## config.mk

```make
export PLATFORM = sky130hd
export DESIGN_NAME = dsc_dac_end_flat
export DESIGN_NICKNAME = d
export VERILOG_FILES = /design/src/hw/dsc_pkg.sv /design/src/hw/dsc_link_if.sv /design/src/hw/dsc_sync.sv /design/src/hw/dsc_dac_end.sv /design/src/flat_wrapper.sv
export SDC_FILE = /design/constraint.sdc
export NUM_CORES = 1
export LEC_CHECK = 0
export BUFFER_PORTS_ARGS = -buffer_cell sky130_fd_sc_hd__clkbuf_2
export CAP_MARGIN = 5
export CORE_ASPECT_RATIO = 1.4
export CORE_MARGIN = 8
export CORE_UTILIZATION = 39
export CTS_CLUSTER_SIZE = 20
export DETAILED_ROUTE_END_ITERATION = 6
export GPL_TIMING_DRIVEN = 0
export PLACE_DENSITY = 0.56
export SLEW_MARGIN = 10
export SYNTH_ARGS = -nofsm -noshare
export SYNTH_HDL_FRONTEND = slang
export SYNTH_HIERARCHICAL = 1
export SYNTH_SLANG_ARGS = --single-unit
```

## constraint.sdc

```tcl
create_clock -name pclk -period 4.5 [get_ports pclk]
set_clock_uncertainty 0.05 [all_clocks]
set_input_delay 0.45 -clock pclk [delete_from_list [all_inputs] [get_ports pclk]]
set_output_delay 0.45 -clock pclk [all_outputs]
set_load 0.01 [all_outputs]
```

## src/hw/dsc_pkg.sv

```systemverilog
// Shared constants of the serial DAC control link: frame layout, commands,
// control register fields, reset values, link timing and host register map.
// Assumes a single 20 MHz system clock on both ends.
package dsc_pkg;
    localparam int          CLK_NS        = 50;
    localparam int          FRAME_BITS    = 24;
    localparam int          ADDR_LSB      = 16;
    localparam int          FIXED_BIT     = 20;
    localparam logic [4:0]  LAST_BIT_IDX  = 5'h17;

    localparam logic [3:0]  CMD_NOP        = 4'h0;
    localparam logic [3:0]  CMD_WR_INPUT   = 4'h1;
    localparam logic [3:0]  CMD_UPD_DAC    = 4'h2;
    localparam logic [3:0]  CMD_WR_UPD     = 4'h3;
    localparam logic [3:0]  CMD_WR_CTRL    = 4'h4;
    localparam logic [3:0]  CMD_RD_INPUT   = 4'hA;
    localparam logic [3:0]  CMD_RD_DAC     = 4'hB;
    localparam logic [3:0]  CMD_RD_CTRL    = 4'hC;
    localparam logic [3:0]  CMD_FULL_RESET = 4'hF;

    localparam int          CTRL_SDO_OFF_BIT = 5;
    localparam int          CTRL_THERM_BIT   = 8;
    localparam int          CTRL_CLR_LSB     = 9;
    localparam int          CTRL_BROWN_BIT   = 11;
    localparam int          CTRL_SHORT_BIT   = 12;
    localparam logic [15:0] CTRL_WR_MASK     = 16'h07FF;
    localparam logic [15:0] CTRL_RST         = 16'h0000;
    localparam logic [15:0] CODE_RST         = 16'h0000;

    localparam logic [15:0] CLR_ZERO = 16'h0000;
    localparam logic [15:0] CLR_MID  = 16'h8000;
    localparam logic [15:0] CLR_FULL = 16'hFFFF;

    localparam int          SCLK_HALF_NS  = 400;
    localparam int          SCLK_HALF_CYC = (SCLK_HALF_NS + CLK_NS - 1) / CLK_NS;

    localparam logic [7:0]  ADDR_TX   = 8'h00;
    localparam logic [7:0]  ADDR_RX   = 8'h04;
    localparam logic [7:0]  ADDR_PINS = 8'h08;
    localparam logic [7:0]  ADDR_STAT = 8'h0C;
    localparam logic [2:0]  PINS_RST  = 3'h7;

    function automatic logic [15:0] clear_code(input logic [1:0] sel);
        unique case (sel)
            2'h0:    clear_code = CLR_ZERO;
            2'h1:    clear_code = CLR_MID;
            default: clear_code = CLR_FULL;
        endcase
    endfunction
endpackage

```

## src/hw/dsc_link_if.sv

```systemverilog
// Four-wire serial link plus load, clear, reset and alert pins.
// The data-out wire idles high when the device does not drive it.
`timescale 1ns/1ps
interface dsc_link_if;
    logic frame_n;
    logic sclk;
    logic sdi;
    logic sdo;
    logic sdo_oe;
    logic sdo_line;
    logic load_n;
    logic clear_n;
    logic reset_n;
    logic alert_n;

    assign sdo_line = sdo_oe ? sdo : 1'b1;

    modport dev  (input frame_n, sclk, sdi, load_n, clear_n, reset_n,
                  output sdo, sdo_oe, alert_n);
    modport host (output frame_n, sclk, sdi, load_n, clear_n, reset_n,
                  input sdo_line, alert_n);
endinterface

```

## src/hw/dsc_sync.sv

```systemverilog
// Two-flip-flop synchroniser for a bundle of asynchronous levels.
// Assumes each bit is a level; RST_VAL is the idle level of each bit.
`timescale 1ns/1ps
module dsc_sync #(
    parameter int           W       = 1,
    parameter logic [W-1:0] RST_VAL = '0
) (
    input  wire logic         pclk,
    input  wire logic         presetn,
    input  wire logic [W-1:0] d,
    output logic      [W-1:0] q
);
    typedef struct packed {
        logic [W-1:0] s1;
        logic [W-1:0] s2;
    } dsc_sync_st_t;

    dsc_sync_st_t st_q;
    dsc_sync_st_t st_d;

    always_comb begin
        st_d    = st_q;
        st_d.s1 = d;
        st_d.s2 = st_q.s1;
    end

    always_ff @(posedge pclk or negedge presetn) begin
        if (!presetn) begin
            st_q <= '{s1: RST_VAL, s2: RST_VAL};
        end else begin
            st_q <= st_d;
        end
    end

    assign q = st_q.s2;
endmodule

```

## src/hw/dsc_dac_end.sv

```systemverilog
// Device end: serial control logic of a single-channel voltage-output DAC.
// Assumes link pins and fault levels are asynchronous; all are synchronised.
`timescale 1ns/1ps
module dsc_dac_end
    import dsc_pkg::*;
#(
    parameter int DATA_W = 16
) (
    input  wire logic        pclk,
    input  wire logic        presetn,
    dsc_link_if.dev          link,
    input  wire logic        short_circuit_in,
    input  wire logic        brownout_in,
    input  wire logic        overtemp_in,
    output logic      [15:0] out_code,
    output logic      [2:0]  out_range,
    output logic             out_clamp,
    output logic             buffer_on,
    output logic             digital_supply_on
);
    if (DATA_W != 16 && DATA_W != 12) begin : g_bad_width
        $error("dsc_dac_end: DATA_W must be 12 or 16");
    end

    localparam logic [15:0] DMASK = 16'(16'hFFFF << (16 - DATA_W));

    typedef struct packed {
        logic [3:0]  prev;
        logic        in_frame;
        logic [23:0] sr;
        logic [4:0]  mod;
        logic        got;
        logic [15:0] inreg;
        logic [15:0] dacreg;
        logic [15:0] ctrl;
        logic [15:0] outc;
        logic        sdo;
        logic        oe;
        logic        alert_n;
        logic        configured;
        logic        clamp;
        logic        buf_on;
        logic        supply_on;
    } dsc_dev_st_t;

    localparam dsc_dev_st_t DEV_RST = '{
        prev: 4'hF, in_frame: 1'b0, sr: 24'h000000, mod: 5'h00, got: 1'b0,
        inreg: CODE_RST, dacreg: CODE_RST, ctrl: CTRL_RST, outc: CODE_RST,
        sdo: 1'b0, oe: 1'b0, alert_n: 1'b0, configured: 1'b0,
        clamp: 1'b1, buf_on: 1'b0, supply_on: 1'b1};

    logic [8:0]  s;
    dsc_dev_st_t q;
    dsc_dev_st_t n;

    dsc_sync #(
        .W       (9),
        .RST_VAL (9'h1F8)
    ) u_sync (
        .pclk    (pclk),
        .presetn (presetn),
        .d       ({link.frame_n, link.sclk, link.load_n, link.clear_n, link.sdi,
                   link.reset_n, short_circuit_in, brownout_in, overtemp_in}),
        .q       (s)
    );

    wire s_frame = s[8];
    wire s_sclk  = s[7];
    wire s_load  = s[6];
    wire s_clr   = s[5];
    wire s_sdi   = s[4];
    wire s_rst   = s[3];
    wire s_short = s[2];
    wire s_brown = s[1];
    wire s_ot    = s[0];

    // Readback word carries the command back with the register value
    function automatic logic [23:0] rb_word(input logic [3:0] cmd, input logic [15:0] v);
        rb_word = {4'h0, cmd, v & DMASK};
    endfunction

    always_comb begin
        logic [15:0] d;
        logic [3:0]  cmd;
        logic        frame_fall;
        logic        frame_rise;
        logic        sclk_fall;
        logic        sclk_rise;
        d          = q.sr[15:0] & DMASK;
        cmd        = q.sr[ADDR_LSB +: 4];
        frame_fall = q.prev[3] & ~s_frame;
        frame_rise = ~q.prev[3] & s_frame;
        sclk_fall  = q.prev[2] & ~s_sclk;
        sclk_rise  = ~q.prev[2] & s_sclk;
        n          = q;
        n.prev     = {s_frame, s_sclk, s_load, s_clr};
        // A powered-down part ignores the link until a reset
        if (q.supply_on) begin
            if (frame_fall) begin
                n.in_frame = 1'b1;
                n.mod      = 5'h00;
                n.got      = 1'b0;
                n.sdo      = q.sr[23];
            end
            if (q.in_frame && sclk_fall) begin
                n.sr  = {q.sr[22:0], s_sdi};
                n.mod = (q.mod == LAST_BIT_IDX) ? 5'h00 : q.mod + 5'h01;
                n.got = q.got | (q.mod == LAST_BIT_IDX);
            end
            if (q.in_frame && sclk_rise) begin
                n.sdo = q.sr[23];
            end
            if (q.in_frame && frame_rise) begin
                n.in_frame = 1'b0;
                // Only whole multiples of 24 edges count, so chains still work
                if (q.got && q.mod == 5'h00 && !q.sr[FIXED_BIT]) begin
                    unique case (cmd)
                        CMD_WR_INPUT: begin
                            n.inreg = d;
                            if (!s_load) begin
                                n.dacreg = d;
                                n.outc   = d;
                            end
                        end
                        CMD_WR_UPD: begin
                            n.inreg  = d;
                            n.dacreg = d;
                            n.outc   = d;
                        end
                        CMD_UPD_DAC: begin
                            n.dacreg = q.inreg;
                            n.outc   = q.inreg;
                        end
                        CMD_WR_CTRL: begin
                            n.ctrl       = (q.ctrl & ~CTRL_WR_MASK) | (d & CTRL_WR_MASK);
                            n.configured = 1'b1;
                            n.clamp      = 1'b0;
                            n.buf_on     = 1'b1;
                        end
                        CMD_RD_INPUT: n.sr = rb_word(cmd, q.inreg);
                        CMD_RD_DAC:   n.sr = rb_word(cmd, q.dacreg);
                        CMD_RD_CTRL: begin
                            n.sr                = rb_word(cmd, q.ctrl);
                            // Reading the cause clears the fault flags
                            n.ctrl[CTRL_SHORT_BIT] = 1'b0;
                            n.ctrl[CTRL_BROWN_BIT] = 1'b0;
                        end
                        CMD_FULL_RESET: begin
                            n      = DEV_RST;
                            n.prev = {s_frame, s_sclk, s_load, s_clr};
                        end
                        default: ;
                    endcase
                end
            end
            if (q.prev[1] && !s_load && !q.in_frame && s_frame) begin
                n.dacreg = q.inreg;
                n.outc   = q.inreg;
            end
            // Clear wins over a load in the same cycle
            if (q.prev[0] && !s_clr) begin
                n.outc = clear_code(q.ctrl[CTRL_CLR_LSB +: 2]);
            end
        end
        // Fault flags: a live fault wins over the clear on read
        if (s_short) begin
            n.ctrl[CTRL_SHORT_BIT] = 1'b1;
        end
        if (s_brown) begin
            n.ctrl[CTRL_BROWN_BIT] = 1'b1;
        end
        if (s_ot && q.ctrl[CTRL_THERM_BIT]) begin
            n.supply_on = 1'b0;
        end
        if (!s_rst) begin
            n      = DEV_RST;
            n.prev = {s_frame, s_sclk, s_load, s_clr};
        end
        n.alert_n = n.configured & ~n.ctrl[CTRL_SHORT_BIT] & ~n.ctrl[CTRL_BROWN_BIT]
                  & ~s_ot;
        n.oe      = n.in_frame & ~n.ctrl[CTRL_SDO_OFF_BIT];
    end

    always_ff @(posedge pclk or negedge presetn) begin
        if (!presetn) begin
            q <= DEV_RST;
        end else begin
            q <= n;
        end
    end

    assign link.sdo          = q.sdo;
    assign link.sdo_oe       = q.oe;
    assign link.alert_n      = q.alert_n;
    assign out_code          = q.outc;
    assign out_range         = q.ctrl[2:0];
    assign out_clamp         = q.clamp;
    assign buffer_on         = q.buf_on;
    assign digital_supply_on = q.supply_on;
endmodule

```

## src/flat_wrapper.sv

```systemverilog
// flat-port wrapper written by rule: the top's interface ports become plain ports
module dsc_dac_end_flat import dsc_pkg::*;
#(
    parameter int DATA_W = 16
)
  (pclk, presetn, short_circuit_in, brownout_in, overtemp_in, out_code, out_range, out_clamp, buffer_on, digital_supply_on, link_frame_n, link_sclk, link_sdi, link_load_n, link_clear_n, link_reset_n, link_sdo, link_sdo_oe, link_alert_n);
  dsc_link_if link_i ();
  input  wire logic pclk;
  input  wire logic presetn;
  input  wire logic short_circuit_in;
  input  wire logic brownout_in;
  input  wire logic overtemp_in;
  output logic      [15:0] out_code;
  output logic      [2:0] out_range;
  output logic out_clamp;
  output logic buffer_on;
  output logic digital_supply_on;
  input wire logic [$bits(link_i.frame_n)-1:0] link_frame_n;
  input wire logic [$bits(link_i.sclk)-1:0] link_sclk;
  input wire logic [$bits(link_i.sdi)-1:0] link_sdi;
  input wire logic [$bits(link_i.load_n)-1:0] link_load_n;
  input wire logic [$bits(link_i.clear_n)-1:0] link_clear_n;
  input wire logic [$bits(link_i.reset_n)-1:0] link_reset_n;
  output wire logic [$bits(link_i.sdo)-1:0] link_sdo;
  output wire logic [$bits(link_i.sdo_oe)-1:0] link_sdo_oe;
  output wire logic [$bits(link_i.alert_n)-1:0] link_alert_n;
  assign link_i.frame_n = link_frame_n;
  assign link_i.sclk = link_sclk;
  assign link_i.sdi = link_sdi;
  assign link_i.load_n = link_load_n;
  assign link_i.clear_n = link_clear_n;
  assign link_i.reset_n = link_reset_n;
  assign link_sdo = link_i.sdo;
  assign link_sdo_oe = link_i.sdo_oe;
  assign link_alert_n = link_i.alert_n;
  dsc_dac_end #(.DATA_W(DATA_W)) u_core (.pclk(pclk), .presetn(presetn), .link(link_i), .short_circuit_in(short_circuit_in), .brownout_in(brownout_in), .overtemp_in(overtemp_in), .out_code(out_code), .out_range(out_range), .out_clamp(out_clamp), .buffer_on(buffer_on), .digital_supply_on(digital_supply_on));
endmodule
```

; ---- After elaboration in Yosys (flattened, before gate mapping)
; Cells that the tools add are included.
[word_totals]
inputBits = 11
mem_count = 0
output_inout_bits = 25
reg_bits = 124
romBits = 0
elab_cells = 115
ram_bits = 0
latch_bits = 0
[classes]
n_lt_le_gt_ge = 0
n_addsub = 1
muxes = 27
multipliers = 0
bitwise = 18
eq_ne = 26
reduce_logical = 23
shift = 0
div = 0
[ops]
columns = op, n
row1 = $mux W102, 3
row2 = $mux W101, 1
row3 = $pmux W24 S4, 1
row4 = $mux W16, 4
row5 = $pmux W16 S2, 2
row6 = $pmux W16 S4, 1
row7 = $mux W30, 1
row8 = $pmux W11 S2, 1
row9 = $eq A4 B4 Y1 const B, 4
row10 = $or A16 B11 Y16, 1
row11 = $mux W6, 2
row12 = $ne A4 B4 Y1 const B, 3
row13 = $pmux W3 S2, 2
row14 = $reduce_and A4 Y1, 3
row15 = $logic_and A1 B1 Y1, 10
row16 = $reduce_and A5 Y1, 2
row17 = $ne A3 B1 Y1 const B, 3
row18 = $and A1 B1 Y1, 8
row19 = $eq A4 B2 Y1 const B, 2
row20 = $ne A4 B1 Y1 const B, 2
row21 = $not A1 Y1, 8
row22 = $ne A7 B1 Y1 const B, 1
row23 = $mux W1, 6
row24 = $ne A2 B1 Y1 const B, 3
row25 = other kinds (17), 21

; ---- Logic depth before layout (Yosys ltp)
[logic_depth]
depth_word = 16
depth_mapped = 9
ltp_nobuf = 7

; ---- Cells and area by module
; The synthesis kept the hierarchy.
[by_module_without_submodules]
columns = mod, area_per_inst_um2, cells_per_inst, seq_area_each_um2, instances
row1 = dsc_dac_end, 5530.3, 563, 2585.0, 1
row2 = dsc_sync, 465.4, 18, 465.4, 1

; ---- Least setup slack after synthesis
; Ideal clock, no wire load.
[synth_path]
kind = register -> register
start = reg u_core/q[72] (netlist bit)
end = reg u_core/q[45] (netlist bit)
setup_ns = 0.130
synth_period_minus_slack_ns = 2.001
path_buffers = 2
path_stages_with_launch = 10
required_ns = 4.320
t_arrival_ns = 1.821
slack_ns = 2.499
cell_sequence = dfrtp_1 -> inv_1 -> ha_1 -> and4bb_2 -> and3_2 -> and4_1 -> buf_2 -> buf_4 -> a22oi_1 -> o2bb2ai_1
[synth_between]
elab_chain_len = 5
[synth_lines]
columns = item, line_no
row1 = from (decl), dsc_dac_end.sv:53  ; dsc_dev_st_t q;
row2 = from (signal assigned), dsc_dac_end.sv:188  ; q <= n;
row3 = $logic_not A5 Y1, dsc_dac_end.sv:116  ; if (q.got && q.mod == 5'h00 && !q.sr[FIXED_BIT]) begin
row4 = $logic_and A1 B1 Y1 (2 in series), dsc_dac_end.sv:116
row5 = $ne A3 B1 Y1 (no source line), n/a
row6 = $reduce_and A5 Y1 (no source line), n/a
; No other way between the ends.
; A chain may end at the register's enable or synchronous reset.

; ---- Worst setup path after layout
[layout_path]
start = reg u_core/q[72] (netlist bit)
end = reg u_core.q, in the netlist u_core/out_code[7]
[layout_between]
elab_chain_len = 5
[layout_lines]
columns = item, line_no
row1 = $logic_not A5 Y1, dsc_dac_end.sv:116
row2 = $logic_and A1 B1 Y1 (2 in series), dsc_dac_end.sv:116
row3 = $ne A4 B1 Y1 (no source line), n/a
row4 = $reduce_and A5 Y1 (no source line), n/a
; No other way between the ends.

==> reports/results.ini <==
[yosys]
ys_types=55
synth.cell_area_um2=5996
synth_edf_count=0
synth-seq-cells=121
synth_ff_type=dfrtp_1
yosys_warnings=6
synthArstFlopShare=1.000
yosysSeqAreaShare=0.5088
synth_fp_nets=594
syn_inst=581
avgSynthCellArea_um2=10.32

[min_path]
min-delay-start=link_frame_n
min_to=u_core/u_sync/st_d[8]
holdPathStages=1
hp-class=primary input to register

[clocking]
ctsHoldBuffers=1
clk_root_buffer_cell=clkbuf_16
cts.sinks=121
cts_buffer_depth=2
htree_levels=4
insertion_delay_ns=0.42
ctsResizeCount=0
path_clk_slew_ns=0.06
cts_setup_buffers=0
cts_tree=done
numCtsBuffers=17

[sta]
drv_slew=0
fin_tns_setup_ns=0
setup_viol=0
period_share=0.5568
slew_headroom=0.4482
post-route-min-period_ns=2.506
tightest_slew_ns=0.8277
finalHoldViolCount=0
rsz0062_at_grt=false
clock.fmax_ghz=0.3991

[cells_and_area]
drive_above_1_share=0.2369
final_cells=842
diodes=0
finish.instance_area_um2=7101
final_common_cell=dfrtp_1
mostFrequentLayoutCells=103 x dfrtp_1, 72 x nand2_1, 48 x nor2_1, 34 x clkbuf_2, 34 x o21ai_0
syn_to_final_growth_pct=18.43
fin_nets=650

[detailed_routing]
vias=4753
first_pass_iters=5
vias_per_cell=5.645
drtIter0Drc=335
ant_nets=0
drc=0
wirelength_mm=15.61
drt-wirelength-per-cell_um=18.54

[die]
die_w_um=120.8
pin_count=36
initial_core_util=0.3983
fp.dieH_um=162.7
rows=53
die_area_um2=19650
core_area_um2=15050

[grt]
grt_pass1_vias=4856
grt_max_degree=103
grt_use_total=0.1697
antenna_found_initial=0
grt_overflow=0
grt_pass1_wl_mm=25.92

[power_and_ir_drop]
ir_worst_vdd_mv=0.2287
leakagePower_uw=0.003190
power.density_nw_per_um2=387.0

[place]
place.gp.congestion=0.8526
dp.cells=809
port_buffers=35
post_dp_cell_area_um2=6447
hpwlAfterDp_mm=11.41

[status]
status=complete, no violations

[job]
max-cap-violations=0

[setup_path]
reg2reg_from=u_core/q[72]
crit_path_end_kind=register
worst_ep_arrival_time_ns=2.75
reg2reg_to=u_core/out_code[7]
criticalPathCategory=register to register
r2r_slack_ns=1.99
path_max_fanout=10
r2r.worst_path.cells=8
cp.required_ns=4.74
start_kind=register

[area by class of cell]
class	instances	area, um2
fillers	1404	7953
clock inverters	13	190.2
well taps	192	240.2
plain buffers	60	339.1
clock buffers	19	452.9
inverters	4	15.01
repair buffers	37	221.5
multi-input cells	396	2591
flip-flops and latches	121	3050
[worst max-delay path by stage]
stage / end / start / slack, ns / cells after the start
finish: u_core/out_code[7] / u_core/q[72] / 1.99 / 8
global route: u_core/out_code[7] / u_core/q[72] / 1.74 / 8
CTS: u_core/out_code[7] / u_core/q[72] / 1.99 / 8
detailed placement: u_core/out_code[7] / u_core/q[72] / 2.02 / 8
global placement: u_core/q[67] / presetn / 1.09 / 1
floorplan: u_core/q[45] / u_core/q[72] / 2.50 / 9
[synth_stat cells, types with 7 or more instances]
cell	instances	area, um2
o21ai_0	34	170.2
nor2_1	48	180.2
nand4_1	18	112.6
nor2b_1	7	43.79
buf_4	20	150.1
a22oi_1	17	127.6
mux2i_1	33	330.3
buf_2	13	65.06
a2bb2oi_2	10	150.1
dfrtp_1	103	2577
clkbuf_1	22	82.58
nor3_1	9	45.04
nand2_1	72	270.3
a22o_1	12	105.1
nand3_1	20	100.1
a21oi_1	23	115.1
o2bb2ai_1	17	148.9
dfstp_2	18	473.0
o221a_2	13	146.4
[cell families (layout without fill, tap and decap cells)]
group                    Yosys count  after routing  share of synthesized area
flip-flops                       121            121                     0.5088
adder cells (fa/ha/maj)            2              2                   0.004173
XOR/XNOR                           2              2                   0.002922
multiplexers                      33             33                    0.05509
AO/OA/AOI/OAI                    161            161                     0.2114
AND/OR/NAND/NOR                  198            198                     0.1586
buffers and inverters             64            133                    0.05906
[through the flow]
| stage | worst slack (ns) | power [uW] | hold WS (ns) | util |
|---|---|---|---|---|
| 6_report | 1.994 | 2748 | 0.06229 | 0.4717 |
| 5_1_grt | 1.738 | 2846 | 0.04441 | 0.4717 |
| 4_1_cts | 1.991 | 2781 | 0.04425 | 0.4717 |
| 3_5_place_dp | 2.021 | 1301 | 0.2774 | 0.4283 |
| 3_3_place_gp | 1.087 | 1295 | 0.2821 | 0.4259 |
| 2_1_floorplan | 2.499 | 1235 | 0.1044 | - |
[critical path: stages (launching register included)]
cell	delay (ns)
dfrtp_1	0.42
inv_1	0.08
ha_1	0.14
and4bb_2	0.32
nand3_4	0.14
a21oi_1	0.54
clkbuf_1	0.36
o21ai_0	0.19
a2bb2oi_2	0.15
[flip-flops by register name, indices dropped and copies added, names as in the netlist]
signal and flops:
u_core/q 78, u_core/out_code 16, u_core/u_sync/q 9, u_core/u_sync/st_d 9
u_core/out_range 3, u_core/buffer_on 1, u_core/digital_supply_on 1, u_core/link.alert_n 1
u_core/link.sdo 1, u_core/link.sdo_oe 1, u_core/out_clamp 1
[metal layers]
metal / routed length, um / vias to the layer above / GRT usage / share of wire
met4: 431 / 0 / 0.08433 / 0.028
met3: 690 / 32 / 0.03366 / 0.044
li1: - / 2221 / - / -
met5: 0 / - / 0 / 0
met1: 6491 / 2354 / 0.2010 / 0.42
met2: 7998 / 146 / 0.2868 / 0.51
[where the power goes]
part | internal [uW] | total [uW] | switching (uW)
sequential | 1120 | 1140 | 20.9
clock | 960 | 1470 | 507
combinational | 53.4 | 141 | 87.7
total | 2130 | 2750 | 615
No activity file was read; power rests on OpenSTA's default activity.
